## src/verilog/agccs_pkg.sv

```systemverilog
package agccs_pkg;

  // Register word indices; byte address is four times the index
  localparam int unsigned  AGCCS_AW            = 18;
  localparam logic [15:0]  AGCCS_IDX_LIMIT     = 16'hdf17;
  localparam logic [15:0]  AGCCS_IDX_PRIO      = 16'hdf18;
  localparam logic [15:0]  AGCCS_IDX_STATUS    = 16'hdf30;

  // Reset values
  localparam logic [7:0]   AGCCS_LIMIT_RST     = 8'h03;
  localparam logic [6:0]   AGCCS_PRIO_RST      = 7'h40;

  // Field positions
  localparam int unsigned  AGCCS_DG_LSB        = 6;
  localparam int unsigned  AGCCS_FA_LSB        = 3;
  localparam int unsigned  AGCCS_TGT_LSB       = 0;
  localparam int unsigned  AGCCS_ORDER_BIT     = 6;
  localparam int unsigned  AGCCS_REL_LSB       = 4;
  localparam int unsigned  AGCCS_ABS_LSB       = 0;

  // Codes and step counts
  localparam logic [3:0]   AGCCS_ABS_OFF       = 4'h8;
  localparam logic [1:0]   AGCCS_REL_OFF       = 2'h0;
  localparam logic [2:0]   AGCCS_TOP_STEP      = 3'h7;
  localparam logic [2:0]   AGCCS_AMP1_STEPS    = 3'h3;
  localparam logic [2:0]   AGCCS_AMP2_STEPS    = 3'h4;

  typedef enum logic [0:0] {
    AGCCS_IDLE  = 1'b0,
    AGCCS_TRACK = 1'b1
  } agccs_state_t;

  function automatic logic [7:0] agccs_target_db(input logic [2:0] code);
    case (code)
      3'h0:    agccs_target_db = 8'h18;
      3'h1:    agccs_target_db = 8'h1b;
      3'h2:    agccs_target_db = 8'h1e;
      3'h3:    agccs_target_db = 8'h21;
      3'h4:    agccs_target_db = 8'h24;
      3'h5:    agccs_target_db = 8'h26;
      3'h6:    agccs_target_db = 8'h28;
      default: agccs_target_db = 8'h2a;
    endcase
  endfunction

  function automatic logic [7:0] agccs_rel_db(input logic [1:0] code);
    case (code)
      2'h1:    agccs_rel_db = 8'h06;
      2'h2:    agccs_rel_db = 8'h0a;
      2'h3:    agccs_rel_db = 8'h0e;
      default: agccs_rel_db = 8'h00;
    endcase
  endfunction

endpackage

```

## src/verilog/agccs_amp_split.sv

```systemverilog
`timescale 1ns/1ps
`default_nettype none
module agccs_amp_split
  import agccs_pkg::*;
(
  input  wire logic [2:0] fa_index_in,
  input  wire logic       order_in,
  output logic      [1:0] amp1_cut_out,
  output logic      [2:0] amp2_cut_out
);

  logic [2:0] cut;
  logic [2:0] c1;
  logic [2:0] c2;

  always_comb begin
    cut = AGCCS_TOP_STEP - fa_index_in;
    if (order_in) begin
      // First stage backs off first
      c1 = (cut > AGCCS_AMP1_STEPS) ? AGCCS_AMP1_STEPS : cut;
      c2 = cut - c1;
    end else begin
      // Second stage goes to minimum before the first moves
      c2 = (cut > AGCCS_AMP2_STEPS) ? AGCCS_AMP2_STEPS : cut;
      c1 = cut - c2;
    end
    amp1_cut_out = c1[1:0];
    amp2_cut_out = c2;
  end

endmodule
`default_nettype wire

```

## src/verilog/agccs_sense.sv

```systemverilog
`timescale 1ns/1ps
`default_nettype none
module agccs_sense
  import agccs_pkg::*;
(
  input  wire logic       mclk_in,
  input  wire logic       rst_n_in,
  input  wire logic       ce_in,
  input  wire logic       active_in,
  input  wire logic       amp_valid_in,
  input  wire logic [7:0] amp_in,
  input  wire logic [7:0] target_db_in,
  input  wire logic [3:0] abs_thr_in,
  input  wire logic [1:0] rel_code_in,
  output logic            sense_out
);

  typedef struct packed {
    logic       seen;
    logic [7:0] floor;
    logic       sense;
  } agccs_sense_s_t;

  agccs_sense_s_t s_q;
  agccs_sense_s_t s_d;
  logic signed [9:0] abs_level;
  logic        [9:0] rel_level;
  logic              abs_hit;
  logic              rel_hit;

  always_comb begin
    s_d = s_q;
    abs_level = $signed({2'b00, target_db_in}) + $signed({{6{abs_thr_in[3]}}, abs_thr_in});
    rel_level = {2'b00, s_q.floor} + {2'b00, agccs_rel_db(rel_code_in)};
    // Most negative code switches the absolute test off
    abs_hit = (abs_thr_in != AGCCS_ABS_OFF) &&
              ($signed({2'b00, amp_in}) >= abs_level);
    rel_hit = (rel_code_in != AGCCS_REL_OFF) && s_q.seen &&
              ({2'b00, amp_in} >= rel_level);
    if (!active_in) begin
      s_d.seen  = 1'b0;
      s_d.sense = 1'b0;
    end else if (amp_valid_in) begin
      // Floor tracks the quietest level seen since the receiver started
      if (!s_q.seen || amp_in < s_q.floor) begin
        s_d.floor = amp_in;
      end
      s_d.seen  = 1'b1;
      s_d.sense = abs_hit | rel_hit;
    end
  end

  always_ff @(posedge mclk_in or negedge rst_n_in) begin
    if (!rst_n_in) begin
      s_q <= '{seen: 1'b0, floor: 8'h00, sense: 1'b0};
    end else if (ce_in) begin
      s_q <= s_d;
    end
  end

  assign sense_out = s_q.sense;

endmodule
`default_nettype wire

```

## src/verilog/agccs_top.sv

```systemverilog
`timescale 1ns/1ps
`default_nettype none
module agccs_top
  import agccs_pkg::*;
(
  input  wire logic                mclk_in,
  input  wire logic                rst_n_in,
  input  wire logic                ce_in,
  input  wire logic                wb_cyc_in,
  input  wire logic                wb_stb_in,
  input  wire logic                wb_we_in,
  input  wire logic [AGCCS_AW-1:0] wb_adr_in,
  input  wire logic [3:0]          wb_sel_in,
  input  wire logic [31:0]         wb_dat_in,
  output logic      [31:0]         wb_dat_out,
  output logic                     wb_ack_out,
  input  wire logic                rx_active_in,
  input  wire logic                amp_valid_in,
  input  wire logic [7:0]          amp_in,
  output logic      [2:0]          digital_gain_out,
  output logic      [1:0]          amp1_cut_out,
  output logic      [2:0]          second_front_amp_cut_out,
  output logic                     carrier_sense_out
);

  typedef struct packed {
    agccs_state_t st;
    logic [7:0]   limit;
    logic [6:0]   prio;
    logic         ack;
    logic [31:0]  rdat;
    logic [2:0]   dg;
    logic [2:0]   fa;
    logic [1:0]   cut1;
    logic [2:0]   cut2;
  } agccs_top_s_t;

  localparam agccs_top_s_t AGCCS_TOP_RST = '{
    st:    AGCCS_IDLE,
    limit: AGCCS_LIMIT_RST,
    prio:  AGCCS_PRIO_RST,
    ack:   1'b0,
    rdat:  32'h0000_0000,
    dg:    AGCCS_TOP_STEP,
    fa:    AGCCS_TOP_STEP,
    cut1:  2'h0,
    cut2:  3'h0
  };

  agccs_top_s_t s_q;
  agccs_top_s_t s_d;

  logic [15:0] idx;
  logic        req;
  logic [1:0]  dg_code;
  logic [2:0]  fa_code;
  logic [2:0]  tgt_code;
  logic        order;
  logic [1:0]  rel_code;
  logic [3:0]  abs_thr;
  logic [2:0]  dg_max;
  logic [2:0]  fa_max;
  logic [7:0]  target_db;
  logic [2:0]  dg_n;
  logic [2:0]  fa_n;
  logic [1:0]  split_cut1;
  logic [2:0]  split_cut2;
  logic        sense;

  // Fields are read straight from the live registers
  assign dg_code   = s_q.limit[AGCCS_DG_LSB +: 2];
  assign fa_code   = s_q.limit[AGCCS_FA_LSB +: 3];
  assign tgt_code  = s_q.limit[AGCCS_TGT_LSB +: 3];
  assign order     = s_q.prio[AGCCS_ORDER_BIT];
  assign rel_code  = s_q.prio[AGCCS_REL_LSB +: 2];
  assign abs_thr   = s_q.prio[AGCCS_ABS_LSB +: 4];
  assign target_db = agccs_target_db(tgt_code);
  assign dg_max    = AGCCS_TOP_STEP - {1'b0, dg_code};
  assign fa_max    = AGCCS_TOP_STEP - fa_code;

  assign idx = wb_adr_in[AGCCS_AW-1:2];
  assign req = wb_cyc_in & wb_stb_in & ~s_q.ack;

  agccs_amp_split u_split (
    .fa_index_in  (fa_n),
    .order_in     (order),
    .amp1_cut_out (split_cut1),
    .amp2_cut_out (split_cut2)
  );

  agccs_sense u_sense (
    .mclk_in      (mclk_in),
    .rst_n_in     (rst_n_in),
    .ce_in        (ce_in),
    .active_in    (s_q.st == AGCCS_TRACK),
    .amp_valid_in (amp_valid_in),
    .amp_in       (amp_in),
    .target_db_in (target_db),
    .abs_thr_in   (abs_thr),
    .rel_code_in  (rel_code),
    .sense_out    (sense)
  );

  // Gain decision per amplitude sample: clamp to the ceilings, then at most one step
  always_comb begin
    dg_n = s_q.dg;
    fa_n = s_q.fa;
    case (s_q.st)
      AGCCS_IDLE: begin
        // Receiver off: park both amplifiers at their ceilings
        dg_n = dg_max;
        fa_n = fa_max;
      end
      AGCCS_TRACK: begin
        if (amp_valid_in) begin
          // A lowered ceiling pulls the gain down on the next amplitude sample
          if (dg_n > dg_max) begin
            dg_n = dg_max;
          end
          if (fa_n > fa_max) begin
            fa_n = fa_max;
          end
          // Strong signal: analog stages back off before digital
          if (amp_in > target_db) begin
            if (fa_n != 3'h0) begin
              fa_n = fa_n - 3'h1;
            end else if (dg_n != 3'h0) begin
              dg_n = dg_n - 3'h1;
            end
          end else if (amp_in < target_db) begin
            // Weak signal: digital gain rises first to keep noise low
            if (dg_n < dg_max) begin
              dg_n = dg_n + 3'h1;
            end else if (fa_n < fa_max) begin
              fa_n = fa_n + 3'h1;
            end
          end
        end
      end
      default: begin
        dg_n = dg_max;
        fa_n = fa_max;
      end
    endcase
  end

  always_comb begin
    s_d      = s_q;
    s_d.dg   = dg_n;
    s_d.fa   = fa_n;
    s_d.cut1 = split_cut1;
    s_d.cut2 = split_cut2;
    s_d.st   = rx_active_in ? AGCCS_TRACK : AGCCS_IDLE;
    s_d.ack  = req;
    if (req) begin
      s_d.rdat = 32'h0000_0000;
      case (idx)
        AGCCS_IDX_LIMIT: begin
          s_d.rdat[7:0] = s_q.limit;
          if (wb_we_in && wb_sel_in[0]) begin
            s_d.limit = wb_dat_in[7:0];
          end
        end
        AGCCS_IDX_PRIO: begin
          // Bit 7 is unused and reads zero
          s_d.rdat[6:0] = s_q.prio;
          if (wb_we_in && wb_sel_in[0]) begin
            s_d.prio = wb_dat_in[6:0];
          end
        end
        AGCCS_IDX_STATUS: begin
          s_d.rdat[7:0] = {sense, s_q.st == AGCCS_TRACK, s_q.fa, s_q.dg};
        end
        default: begin
          s_d.rdat = 32'h0000_0000;
        end
      endcase
    end
  end

  always_ff @(posedge mclk_in or negedge rst_n_in) begin
    if (!rst_n_in) begin
      s_q <= AGCCS_TOP_RST;
    end else if (ce_in) begin
      s_q <= s_d;
    end
  end

  assign wb_ack_out               = s_q.ack;
  assign wb_dat_out               = s_q.rdat;
  assign digital_gain_out         = s_q.dg;
  assign amp1_cut_out             = s_q.cut1;
  assign second_front_amp_cut_out = s_q.cut2;
  assign carrier_sense_out        = sense;

endmodule
`default_nettype wire

```

## config.mk

```make
export PLATFORM = sky130hd
export DESIGN_NAME = agccs_top
export DESIGN_NICKNAME = d
export VERILOG_FILES = /design/src/verilog/agccs_pkg.sv /design/src/verilog/agccs_amp_split.sv /design/src/verilog/agccs_sense.sv /design/src/verilog/agccs_top.sv
export SDC_FILE = /design/constraint.sdc
export NUM_CORES = 1
export LEC_CHECK = 0
export BUFFER_PORTS_ARGS = -buffer_cell sky130_fd_sc_hd__buf_2
export CAP_MARGIN = 20
export CELL_PAD_IN_SITES_DETAIL_PLACEMENT = 0
export CELL_PAD_IN_SITES_GLOBAL_PLACEMENT = 2
export CORE_UTILIZATION = 25
export CTS_CLUSTER_SIZE = 28
export DETAILED_ROUTE_END_ITERATION = 8
export PLACE_DENSITY = 0.66
export SYNTH_ARGS = -nofsm -noshare
export SYNTH_HDL_FRONTEND = slang
export SYNTH_SLANG_ARGS = --single-unit
```

## constraint.sdc

```tcl
create_clock -name mclk_in -period 4.13 [get_ports mclk_in]
set_input_delay 1.239 -clock mclk_in [delete_from_list [all_inputs] [get_ports mclk_in]]
set_output_delay 1.239 -clock mclk_in [all_outputs]
set_load 0.05 [all_outputs]
```

==> Yosys cells after proc, flatten, opt, wreduce, memory -nomap -nowiden <==
Index checks and enable logic that the tools add are counted.
{ "totals": {"reg_bits": 46, "inputBits": 70, "output_inout_bits": 42, "word_cells": 101} }
{ "classes": {"addsub": 11, "n_lt_le_gt_ge": 11, "eq_ne": 14, "muxes": 33, "bitwise_logic": 5, "n_reduce_logical": 15} }
{ "ops": {"columns": ["op", "n"], "rows": [
  ["$mux W3", 21],
  ["$eq A16 B16 Y1 const B", 3],
  ["$pmux W6 S7", 1],
  ["$pmux W7 S3", 1],
  ["$lt A8 B8 Y1", 2],
  ["$pmux W3 S2", 2],
  ["$pmux W4 S3", 1],
  ["$reduce_and A4 Y1", 3],
  ["$ge A8 B10 Y1", 1],
  ["$ge A9 B10 Y1", 1],
  ["$mux W10", 1],
  ["$add A8 B4 Y9", 1],
  ["$eq A3 B3 Y1 const B", 3],
  ["$add A7 B4 Y8", 1],
  ["$gt A8 B8 Y1", 1],
  ["$mux W8", 1],
  ["$add A3 B1 Y3 const B", 2],
  ["$eq A3 B2 Y1 const B", 2],
  ["$gt A3 B3 Y1", 2],
  ["$lt A3 B3 Y1", 2],
  ["$reduce_bool A3 Y1", 2],
  ["$sub A3 B1 Y3 const B", 2],
  ["$sub A3 B3 Y3 const A", 2],
  ["$eq A2 B2 Y1 const B", 2],
  ["21 further kinds", 29]
]} }

==> Longest topological paths before layout <==
Gate-level depths: netlist of the first run.
{ "depth": {"depth_word": 17, "mapped_depth": 19, "mapped_depth_nobuf": 19} }

==> Modules after synthesis <==
A second synthesis of the first run with hierarchy kept.
{ "unflattened": {"hier_cells": 481, "hier_area_um2": 4404.2} }
{ "modules_own_cells": {"columns": ["mod", "instances", "cells_per_inst", "area_per_inst_um2", "seq_area_each_um2"], "rows": [
  ["agccs_top", 1, 294, 2831.5, 912.1],
  ["agccs_sense", 1, 172, 1472.7, 250.2],
  ["agccs_amp_split", 1, 15, 100.1, 0.0]
]} }

==> Worst setup path after synthesis of the first run <==
OpenSTA, ideal clock, no wires.
{ "synth_path": {"path_kind": "input-to-reg", "startpoint": "in amp_in[3]", "endpoint": "reg s_q (netlist bit second_front_amp_cut_out[2])", "setup_time_ns": 0.125, "arrival_time_ns": 3.601, "required_time_ns": 4.005, "path_slack_ns": 0.404, "stages": 12, "path_buffers": 0, "path_cell_list": "ha_1 > nand4_2 > or4_1 > o21ai_2 > or2_4 > o21ai_2 > o221ai_4 > nand2_1 > ha_1 > nand2b_1 > xnor2_1 > mux2_2"} }
{ "synth_via": {"elab_chain_len": 10, "elab_cells_between_ends": 13, "classes_between": "2 x add/sub; 4 x order compare; 7 x mux"} }
{ "synth_rtl": {"columns": ["element", "line", "rtl"], "rows": [
  ["from (decl)", "agccs_top.sv:19", "input wire logic [7:0] amp_in,"],
  ["$lt A8 B8 Y1", "agccs_top.sv:130", "end else if (amp_in < target_db) begin"],
  ["$mux W3", "agccs_top.sv:130", null],
  ["$mux W3 *", "agccs_top.sv:124", "if (amp_in > target_db) begin"],
  ["$mux W3 *", "agccs_top.sv:115", "if (amp_valid_in) begin"],
  ["$pmux W3 S2 *", "agccs_top.sv:108", "case (s_q.st)"],
  ["$sub A3 B3 Y3 *", "agccs_amp_split.sv:17", "cut = AGCCS_TOP_STEP - fa_index_in;"],
  ["$gt A3 B2 Y1", "agccs_amp_split.sv:20", "c1 = (cut > AGCCS_AMP1_STEPS) ? AGCCS_AMP1_STEPS : cut;"],
  ["$mux W3", "agccs_amp_split.sv:20", null],
  ["$sub A3 B3 Y3", "agccs_amp_split.sv:21", "c2 = cut - c1;"],
  ["$mux W3 *", "agccs_amp_split.sv:18", "if (order_in) begin"],
  ["to (signal assigned)", "agccs_top.sv:183", "s_q <= AGCCS_TOP_RST;"],
  ["to (signal assigned)", "agccs_top.sv:185", "s_q <= s_d;"],
  ["to (decl)", "agccs_top.sv:50", "agccs_top_s_t s_q;"]
]} }
Mark *: on every way between the ends. The rest lies on a longest branch, timed or not.
A chain may end at the register's enable or synchronous reset.

==> Final worst setup path of the first run <==
{ "layout_path": {"startpoint": "reg s_q[5] (netlist name)", "endpoint": "reg s_q (netlist bit second_front_amp_cut_out[2])"} }
{ "layout_via": {"elab_chain_len": 16, "elab_cells_between_ends": 22, "classes_between": "4 x add/sub; 4 x order compare; 13 x mux; 1 x reduce/logical"} }
{ "layout_rtl": {"columns": ["element", "line", "rtl"], "rows": [
  ["$gt A3 B3 Y1", "agccs_top.sv:120", "if (fa_n > fa_max) begin"],
  ["$mux W3", "agccs_top.sv:120", null],
  ["$mux W3", "agccs_top.sv:115", null],
  ["$mux W3", "agccs_top.sv:108", null],
  ["$add A3 B1 Y3 or $lt A3 B3 Y1 (tied branches)", "agccs_top.sv:135, agccs_top.sv:134", null],
  ["$mux W3", "agccs_top.sv:134", "end else if (fa_n < fa_max) begin"],
  ["$mux W3", "agccs_top.sv:132", "if (dg_n < dg_max) begin"],
  ["$mux W3", "agccs_top.sv:130", null],
  ["$mux W3", "agccs_top.sv:124", null],
  ["$mux W3 *", "agccs_top.sv:115", null],
  ["$pmux W3 S2 *", "agccs_top.sv:108", null],
  ["$sub A3 B3 Y3 *", "agccs_amp_split.sv:17", null],
  ["$gt A3 B2 Y1", "agccs_amp_split.sv:20", null],
  ["$mux W3", "agccs_amp_split.sv:20", null],
  ["$sub A3 B3 Y3", "agccs_amp_split.sv:21", null],
  ["$mux W3 *", "agccs_amp_split.sv:18", null]
]} }
Mark *: on every way between the ends. The rest lies on a longest branch, timed or not. The select of a mux whose other input is x is not followed.

==> results.cfg, run 1 <==
[outcome]
status = finished clean

[synthesis]
synth_area_leaders = dfrtp_1, ha_1, buf_4, dfstp_2, mux2_2
synth_area_sq_mm = 0.00406
synth_seq_area_share_pct = 28.6
synth_common_cells = ha_1, buf_4, dfrtp_1
yosys.area.top_type_share_pct = 22.8
synth_area_per_cell_sq_um = 9.25
synthArstFlopShare_pct = 100
yosys.area.top_type = dfrtp_1
synth_most_common_cell = ha_1
ys_ff_latch = 46
ys_warn_count = 0
yosysUniqueCellTypes = 61
synth_cells = 439
synth_edf_count = 0
ys.flop_type = dfrtp_1

[sta]
fin_ws_ps = 303
fin_crit_ps = 3830
finalHoldViolations = 0
worst_slew_pin_slew_ps = 955
post-route-period-util_pct = 92.7
report.final.slew_viol_count = 0
fin_tns_setup_ps = 0
slew_headroom_pct = 35.8
setup_viol = 0
rsz0062_at_grt = false
fin_skew_ps = 5.69
max_freq_mhz = 261

[pwr]
power.density_mw_per_mm2 = 343
ir_worst_vdd_v = 0.000135
power_leakage_nw = 2.34

[setup_path]
worstReg2RegStart = s_q[5]
worstSetupEndpointType = flop
rrSetupSlack_ps = 300
r2r-end = second_front_amp_cut_out[2]
worst-r2r-cell-count = 19
critPathArrivalTime_ps = 4010
critPathKind = reg -> reg
endpoint = second_front_amp_cut_out[2]
critPathLaunch = s_q[5]
cp-start-kind = flop
crit_fanout = 5
cp.required_ps = 4310

[global_route]
top_usage_layer = met2
antenna_found_initial = 0
use_met3_pct = 1.73
grt_pass1_wl_mm = 17.3
grt_max_degree = 38
use_met2_pct = 23.9
grt.total_usage_pct = 13.6
grt_pass1_vias = 3254
grtUsageMet1_pct = 17.4
grt_overflow = 0

[clocking]
cts_buffers = 5
post_cts_buffers = 0
htree_levels = 2
cts.sinks = 46
clk_latency_ps = 290
cts_root_buf = clkbuf_16
cts_max_path_buffers = 2
clkTransAtPathRegs_ps = 70
cts_tree = yes
postCtsHoldBufs = 0

[placement]
gp_congestion = 0.770
port_buffers = 58
dp_worst_setup_slack_ps = 149
place_inst = 712
dp_hpwl_mm = 8.74

[finish]
final_util_pct = 29.7
layout-drive-gt1-share_pct = 27.0
diodes = 0
stdcell_count = 720
synthToLayoutAreaGrowth_pct = 16.0
nFillCells = 1727
seq_area_sq_mm = 0.00116
multi_input_area_sq_mm = 0.00254
layout.nets = 629

[floorplan]
die_y_microns = 129
ios = 112
core.rowCount = 46
die_area_sq_mm = 0.0168
die_x_microns = 129
design.core.area_sq_mm = 0.0159
initial_utilization_pct = 25.6

[detailed_routing]
drt_drc_violations_left = 0
ant_nets = 0
vias_per_cell = 4.55
wl_per_cell_microns = 14.8
vias = 3274
drt-initial-drc-count = 177
routed_wl_mm = 10.7
drtPass1Iterations = 5

[min_path]
min_from = second_front_amp_cut_out[1]
hold_class = reg -> reg

[run]
cap_viol_max_count = 0
## worst min path at each step
stage,end,slack [ps],cells past startpoint
floorplan,wb_dat_out[0],450,2
global placement,second_front_amp_cut_out[1],460,1
detailed placement,second_front_amp_cut_out[1],470,1
CTS,second_front_amp_cut_out[1],480,1
global route,wb_dat_out[1],510,2
finish,second_front_amp_cut_out[1],480,1
## layer usage
| metal | wire (microns) | part of all wire, % |
|---|---|---|
| met3 | 305 | 2.9 |
| met2 | 5330 | 50 |
| met4 | 146 | 1.4 |
| met5 | 0 | 0 |
| met1 | 4900 | 46 |
## power breakdown
part | internal, mW | switching [mW]
Combinational | 0.251 | 0.385
Clock | 0.225 | 0.192
Sequential | 0.511 | 0.0550
## state kept, by name (all words and copies together) (netlist names)
signal	count
second_front_amp_cut_out	3
wb_dat_out	8
u_sense.sense_out	1
fa_code	3
wb_ack_out	1
digital_gain_out	3
order	1
dg_code	2
s_q	7
rel_code	2
amp1_cut_out	2
u_sense.s_q	9
abs_thr	4
## area by class of cell
cell class,count,area share (%)
Clock buffer,5,2.66
Multi-Input combinational cell,335,53.9
Sequential cell,46,24.7
Inverter,33,2.63
Timing Repair Buffer,82,9.98
Clock inverter,3,0.451
Tap cell,216,5.74
## timing repair
item	in CTS	in global routing
resized for setup	0	1
endpoints found under the setup margin	0	1
hold endpoints to repair	0	0
## cells by family after synthesis
logic type               count (synthesis)  synth area share (%)
AND/OR/NAND/NOR                        105                  13.8
XOR/XNOR                                15                  3.23
flip-flops                              46                  28.6
other                                    1                0.0923
adder cells (fa/ha/maj)                 56                  17.6
buffers and inverters                   81                  11.2
multiplexers                            25                  6.81
AO/OA/AOI/OAI                          110                  18.6
## cell usage in the layout (no fill, tap or decap), types with 2 or more instances in the layout
master,netlist,final
buf_2,0,58
ha_1,54,54
dfrtp_1,37,37
nand2_1,34,34
inv_1,33,33
a21oi_1,31,31
o21ai_0,29,29
conb_1,1,24
buf_4,40,24
mux2_2,21,21
nor2_1,20,20
xnor2_1,12,12
a21o_1,9,9
dfstp_2,9,9
nand2b_1,7,7
a222oi_1,7,7
nor2b_1,6,6
nor3_1,6,6
nand4_1,6,6
nand3_1,5,5
clkbuf_16,0,5
mux2i_1,4,4
a211oi_1,3,3
o21bai_1,3,3
xor2_1,3,3
a211o_1,3,3
a31oi_1,3,3
nand3b_1,2,2
o211ai_1,2,2
nand4_2,2,2
o21ai_2,2,2
and2_1,2,2
o21a_1,2,2
or3_1,2,2
o2bb2ai_1,2,2
a221o_1,2,2
fa_1,2,2
## critical path, stage by stage, from the launching register on
cell and delay, ps:
dfstp_2 580, inv_1 90, ha_1 200, nand3b_1 230, a32oi_2 310, nor2_1 70, a21oi_1 150, inv_1 110
ha_1 220, nand2_1 70, a21oi_1 40, a41o_1 270, mux2i_1 170, o32ai_1 110, a211oi_1 270, nand2_1 100
ha_1 190, nand2b_1 140, xnor2_1 130, mux2_2 260
## through the flow
step | area (sq um) | power (mW) | hold WS [ps]
detailed placement | 4560 | 1.21 | 467
global route | 4710 | 1.75 | 513
CTS | 4700 | 1.64 | 483
finish | 4710 | 1.62 | 480
floorplan | 4150 | 1.06 | 451
global placement | 4560 | 1.20 | 461
(Power assumes the default switching activity.)
==> run 2, diff against run 1 <==
--- a/config.mk
+++ b/config.mk
@@ -12,7 +12,8 @@
 export CORE_UTILIZATION = 25
 export CTS_CLUSTER_SIZE = 28
 export DETAILED_ROUTE_END_ITERATION = 8
-export PLACE_DENSITY = 0.66
+export PLACE_DENSITY = 0.65
 export SYNTH_ARGS = -nofsm -noshare
 export SYNTH_HDL_FRONTEND = slang
+export SYNTH_HIERARCHICAL = 1
 export SYNTH_SLANG_ARGS = --single-unit
==> results.cfg, run 2 <==
[placement]
gp_congestion = 0.768
place_inst = 781
port_buffers = 58
dp_hpwl_mm = 9.82

[detailed_routing]
routed_wl_mm = 12.2
vias_per_cell = 4.68
ant_nets = 0
wl_per_cell_microns = 15.4
drt_drc_violations_left = 0
drt-initial-drc-count = 193
drtPass1Iterations = 4
vias = 3719

[setup_path]
rrSetupSlack_ps = 160
cp_num_buf_inv = 3
r2r-end = second_front_amp_cut_out[2]
crit_fanout = 3
critPathKind = reg -> reg
cpMostUsedCell = inv_2
cpLargestDelayFamily = multiplexers
cp.required_ps = 4310
slowest_stage = dfstp_2
worstReg2RegStart = s_q[5]
cp-start-kind = flop
worstSetupEndpointType = flop
worst-r2r-cell-count = 18
crit_chain = inv_2 > ha_1 > nand3b_1 > a21oi_4 > mux2_4 > inv_2 > ha_4 > inv_2 > a211oi_1 > o31ai_1 > nand4_1 > mux2_4 > a31oi_4 > nand2b_4 > ha_4 > and2b_1 > xnor2_1 > mux2_2
crit_path_max_incr_delay_ps = 540
critPathArrivalTime_ps = 4150

[floorplan]
die_x_microns = 135
ios = 112
initial_utilization_pct = 25.6
die_area_sq_mm = 0.0182
design.core.area_sq_mm = 0.0172
die_y_microns = 135
core.rowCount = 48

[min_path]
holdPathStages = 2
whs_endpoint = wb_dat_out[0]
hold_class = reg -> reg
min_from = wb_dat_out[0]

[finish]
multi_input_area_sq_mm = 0.00291
layout.nets = 699
regMostFlops = u_sense/s_q
stdcell_count = 795
largest_reg_flops = 9
synthToLayoutAreaGrowth_pct = 21.3
layout-drive-gt1-share_pct = 31.4
nFillCells = 1829
seq_area_sq_mm = 0.00116
diodes = 0
final_cell_mix = buf_2, ha_1, inv_1
final_common_cell = buf_2

[synthesis]
synth_cells = 481
synth_common_cells = ha_1, inv_1, buf_4
yosys.area.top_type_share_pct = 21.0
synth_area_per_cell_sq_um = 9.16
synth_edf_count = 0
synth_area_leaders = dfrtp_1, ha_1, buf_4, dfstp_2, mux2_2
synth_area_sq_mm = 0.00440
synth_most_common_cell = ha_1
yosys.area.top_type = dfrtp_1
yosysUniqueCellTypes = 77
ys_warn_count = 6
synthArstFlopShare_pct = 100
synth_seq_area_share_pct = 26.4
ys_ff_latch = 46
ys.flop_type = dfrtp_1

[sta]
slew_headroom_pct = 47.1
worst_slew_pin_slew_ps = 790
hold-worst-slack_ps = 483
post-route-period-util_pct = 96.0
rsz0062_at_grt = false
fin_crit_ps = 3970
fin_skew_ps = 6.99
setup_viol = 0
report.final.slew_viol_count = 0
max_freq_mhz = 252
finalHoldViolations = 0

[run]
cap_viol_max_count = 0

[pwr]
power.density_mw_per_mm2 = 312
switching_power_mw = 0.643
power_leakage_nw = 2.66
clkPwrFrac_pct = 25.6
ir_worst_vdd_v = 0.000162
switching_share_pct = 38.5
p_int_mw = 1.03
seq_power_share_pct = 32.5
p_comb_share_pct = 41.9

[clocking]
cts.sinks = 46
postCtsHoldBufs = 0
cts_max_path_buffers = 2
clk_latency_ps = 290
cts_root_buf = clkbuf_16
cts_buffers = 5
htree_levels = 2
clkTransAtPathRegs_ps = 70
cts_tree = yes

[global_route]
grt.total_usage_pct = 13.9
antenna_found_initial = 0
grt_max_degree = 45
grt_overflow = 0
grt_pass1_wl_mm = 19.4
grt_pass1_vias = 3624

[outcome]
status = finished clean
## run 2: cell types whose count changed in the layout (fill, tap and decap cells not counted), sizes merged, moves of 5 or more
cell   before  now
a21oi      32   26
buf        82  104
inv        33   53
nand2      34   39
o31ai       1    7
## run 2: final cells by class
| type | instances | area share (%) |
|---|---|---|
| multi-input cells | 360 | 54.4 |
| flip-flops and latches | 46 | 21.8 |
| repair buffers | 104 | 12.1 |
| well taps | 225 | 5.27 |
| inverters | 52 | 3.65 |
| clock buffers | 5 | 2.34 |
| clock inverters | 3 | 0.468 |
## run 2: power groups by stage
stage	logic, mW	registers (mW)	clock network, mW
after floorplan	0.480	0.548	0
after global placement	0.649	0.549	0
after detailed placement	0.657	0.550	0
after CTS	0.663	0.543	0.444
after global routing	0.782	0.550	0.460
final	0.699	0.543	0.427
## run 2: worst max path at each step
stage	start	to	depth (start not counted)	slack, ps
after floorplan	s_q[5]	second_front_amp_cut_out[2]	18	100
after global placement	amp_in[5]	second_front_amp_cut_out[2]	13	-60
after detailed placement	amp_in[5]	second_front_amp_cut_out[2]	13	-90
after CTS	s_q[5]	second_front_amp_cut_out[2]	18	40
after global routing	digital_gain_out[1]	second_front_amp_cut_out[2]	17	10
final	s_q[5]	second_front_amp_cut_out[2]	18	160
## run 2: cell families after synthesis
family | count (synthesis) | share of synthesized area, %
compound gates | 129 | 21.6
xor+xnor | 15 | 2.98
fa+ha+maj | 62 | 17.9
buf+inv | 101 | 12.1
flops | 46 | 26.4
mux | 27 | 6.87
other cells | 1 | 0.0851
simple gates | 100 | 12.1
## run 2: per-stage QoR
step | area (sq um) | TNS, ps | power, mW | util [%] | setup slack, ps
2_1_floorplan | 4500 | 0 | 1.03 | - | 100
3_3_place_gp | 5040 | -57.0 | 1.20 | 29.2 | -57.0
3_5_place_dp | 5040 | -98.1 | 1.21 | 29.2 | -87.0
4_1_cts | 5200 | 0 | 1.65 | 30.1 | 36.8
5_1_grt | 5340 | 0 | 1.79 | 31.0 | 12.8
6_report | 5340 | 0 | 1.67 | 31.0 | 164
## run 2: worst min-delay path: cells and delay by family, from the launching register on
family | cells | cell delay (ps)
DFF | 1 | 340
AOI/OAI and AO/OA | 1 | 60
and+or+nand+nor | 1 | 50
## run 2: per-layer routing
metal | vias up | share of wire (%) | wire, microns | track usage [%]
li1 | 1847 | - | - | -
met1 | 1779 | 47 | 5780 | 18.2
met2 | 86 | 47 | 5760 | 23.7
met3 | 7 | 4.3 | 526 | 1.95
met4 | 0 | 1.4 | 167 | 3.81
met5 | - | 0 | 0 | 0
## run 2: what timing repair did
| item | 4_1_cts | 5_1_grt |
|---|---|---|
| resized for setup | 1 | 17 |
| pin swaps | 1 | 10 |
| buffers inserted | 0 | 5 |
| endpoints found under the setup margin | 1 | 4 |
| endpoints found under the hold margin | 0 | 0 |
==> run 3, diff against run 2 <==
--- a/config.mk
+++ b/config.mk
@@ -5,6 +5,7 @@
 export SDC_FILE = /design/constraint.sdc
 export NUM_CORES = 1
 export LEC_CHECK = 0
+export ABC_AREA = 1
 export BUFFER_PORTS_ARGS = -buffer_cell sky130_fd_sc_hd__buf_2
 export CAP_MARGIN = 20
 export CELL_PAD_IN_SITES_DETAIL_PLACEMENT = 0
@@ -12,7 +13,7 @@
 export CORE_UTILIZATION = 25
 export CTS_CLUSTER_SIZE = 28
 export DETAILED_ROUTE_END_ITERATION = 8
-export PLACE_DENSITY = 0.65
+export PLACE_DENSITY = 0.7
 export SYNTH_ARGS = -nofsm -noshare
 export SYNTH_HDL_FRONTEND = slang
 export SYNTH_HIERARCHICAL = 1
==> results.cfg, run 3 <==
[outcome]
status = finished clean

[finish]
synthToLayoutAreaGrowth_pct = 10.9
layout.nets = 825
largest_reg_flops = 9
final_cell_mix = nand2_1, inv_1, ha_1, buf_2, nand3_1
diodes = 0
stdcell_count = 921
final_common_cell = nand2_1
nFillCells = 1957
regMostFlops = u_sense/s_q
layout-drive-gt1-share_pct = 15.2

[global_route]
grt_pass1_wl_mm = 19.9
grt_max_degree = 47
grt_overflow = 0
antenna_found_initial = 0
grt.total_usage_pct = 13.7
grt_pass1_vias = 3997

[detailed_routing]
drtPass1Iterations = 4
vias_per_cell = 4.38
ant_nets = 0
wl_per_cell_microns = 13.0
drt_drc_violations_left = 0
routed_wl_mm = 11.9
vias = 4033
drt-initial-drc-count = 176

[run]
cap_viol_max_count = 0

[min_path]
min_from = second_front_amp_cut_out[0]
hold_class = reg -> reg

[floorplan]
die_y_microns = 137
design.core.area_sq_mm = 0.0175
die_x_microns = 137
ios = 112
core.rowCount = 48
initial_utilization_pct = 26.0
die_area_sq_mm = 0.0188

[synthesis]
synth_area_per_cell_sq_um = 7.01
synth_cells = 649
yosys.area.top_type = dfrtp_1
synth_common_cells = nand2_1, inv_1, ha_1
synth_seq_area_share_pct = 25.5
synth_area_leaders = dfrtp_1, ha_1, nand2_1, inv_1, buf_4
synth_edf_count = 0
synth_most_common_cell = nand2_1
yosysUniqueCellTypes = 42
ys_warn_count = 6
ys_ff_latch = 46
synth_area_sq_mm = 0.00455
yosys.area.top_type_share_pct = 20.3
synthArstFlopShare_pct = 100
ys.flop_type = dfrtp_1

[setup_path]
cp.required_ps = 4320
critPathArrivalTime_ps = 3690
crit_chain = inv_1 > o21ai_0 > buf_4 > nand2_1 > ha_1 > nand2_1 > inv_1 > nand2_1 > nand2_1 > a21oi_1 > nor2_1 > nor2_1 > xor2_1 > ha_1 > a21oi_1 > a21boi_0 > nand2_1 > nand2_1 > nand2_1 > nand2_1 > nand2_1 > nand2_1 > nand2_1
crit_fanout = 5
worstReg2RegStart = s_q[51]
slowest_stage = dfstp_2
cp-start-kind = flop
rrSetupSlack_ps = 630
critPathKind = reg -> reg
crit_path_max_incr_delay_ps = 550
critPathLaunch = s_q[51]
cpMostUsedCell = nand2_1
worstSetupEndpointType = flop

[sta]
report.final.slew_viol_count = 0
rsz0062_at_grt = false
fin_crit_ps = 3500
finalHoldViolations = 0
fin_skew_ps = 4.48
setup_viol = 0
worst_slew_pin_slew_ps = 752
max_freq_mhz = 286
slew_headroom_pct = 49.4
fin_tns_setup_ps = 0
post-route-period-util_pct = 84.8

[clocking]
clk_latency_ps = 290
clkTransAtPathRegs_ps = 70
cts_buffers = 5
cts_resized = 0
postCtsHoldBufs = 0
htree_levels = 2
cts_root_buf = clkbuf_16
cts_tree = yes
cts.sinks = 46
cts_max_path_buffers = 2
post_cts_buffers = 0

[pwr]
ir_worst_vdd_v = 0.000142
power_leakage_nw = 2.75
power.total_mw = 1.50
power.density_mw_per_mm2 = 297

[placement]
port_buffers = 58
gp_congestion = 0.791
place_inst = 912
dp_hpwl_mm = 9.70
==> run 3: changes by cell type after synthesis, moves of 6 or more <==
cell and change:
nand2_2 +9, o31ai_1 -7, o21ai_1 -7, inv_1 +53, nand3_1 +34, nand2b_1 -6, xnor2_1 -7, o21ai_0 +14
nand2_1 +153, nor2b_1 -6, mux2_2 -21, a21o_1 -10, a222oi_1 -8
==> run 3: critical path, delay by kind of cell, from the launching register on <==
kind | cells | cell delay, ps
flops | 1 | 550
xor+xnor | 1 | 200
buf+inv | 3 | 270
compound gates | 4 | 740
fa+ha+maj | 2 | 630
simple gates | 13 | 1000
==> run 3: power by group <==
group / switching [mW] / internal [mW] / total [mW]
combinational: 0.371 / 0.177 / 0.548
sequential: 0.0419 / 0.496 / 0.538
clock: 0.187 / 0.225 / 0.412
==> run 3: path summary, 6_finish.rpt <==
kind,to,depth (start not counted)
max,u_sense/sense_out,23
min,second_front_amp_cut_out[0],2
max reg2reg,u_sense/sense_out,23
min reg2reg,second_front_amp_cut_out[0],2
max in group asynchronous,digital_gain_out[1],2
min in group asynchronous,second_front_amp_cut_out[2],1
==> run 3: cell type report <==
type | instances | area [sq um] | share of cell area (%)
multi-input combinational | 476 | 2740 | 54.3
sequential | 46 | 1160 | 23.0
inverter | 105 | 394 | 7.81
timing repair buffer | 61 | 325 | 6.45
tap | 225 | 282 | 5.58
clock buffer | 5 | 125 | 2.48
clock inverter | 3 | 18.8 | 0.372
==> run 3: kinds of logic (layout without fill, tap and decap cells) <==
family | after synthesis | after routing | synth area share, %
DFF | 46 | 46 | 25.5
other | 1 | 27 | 0.0824
xor gates and xnor gates | 11 | 11 | 2.12
and+or+nand+nor | 285 | 285 | 27.1
buffers and inverters | 153 | 174 | 16.4
adders and majority gates | 60 | 60 | 16.8
AOI/OAI and AO/OA | 93 | 93 | 11.9
==> run 3: metrics by stage <==
step                hold slack [ps]  setup slack [ps]  cell area, sq um  util (%)
CTS                             472               623              5030      28.7
global placement                452               439              4880      27.8
floorplan                       443              1040              4650         -
finish                          467               628              5050      28.8
global route                    494               176              5050      28.8
detailed placement              454               437              4880      27.8
==> run 3: metal layers <==
layer  global-route usage, %  routed length (microns)  vias to the layer above
met3                    2.04                      452                        7
met1                    19.3                     6170                     1833
met2                    21.9                     5230                       83
met5                       0                        0                        -
met4                    2.56                      100                        0
li1                        -                        -                     2110
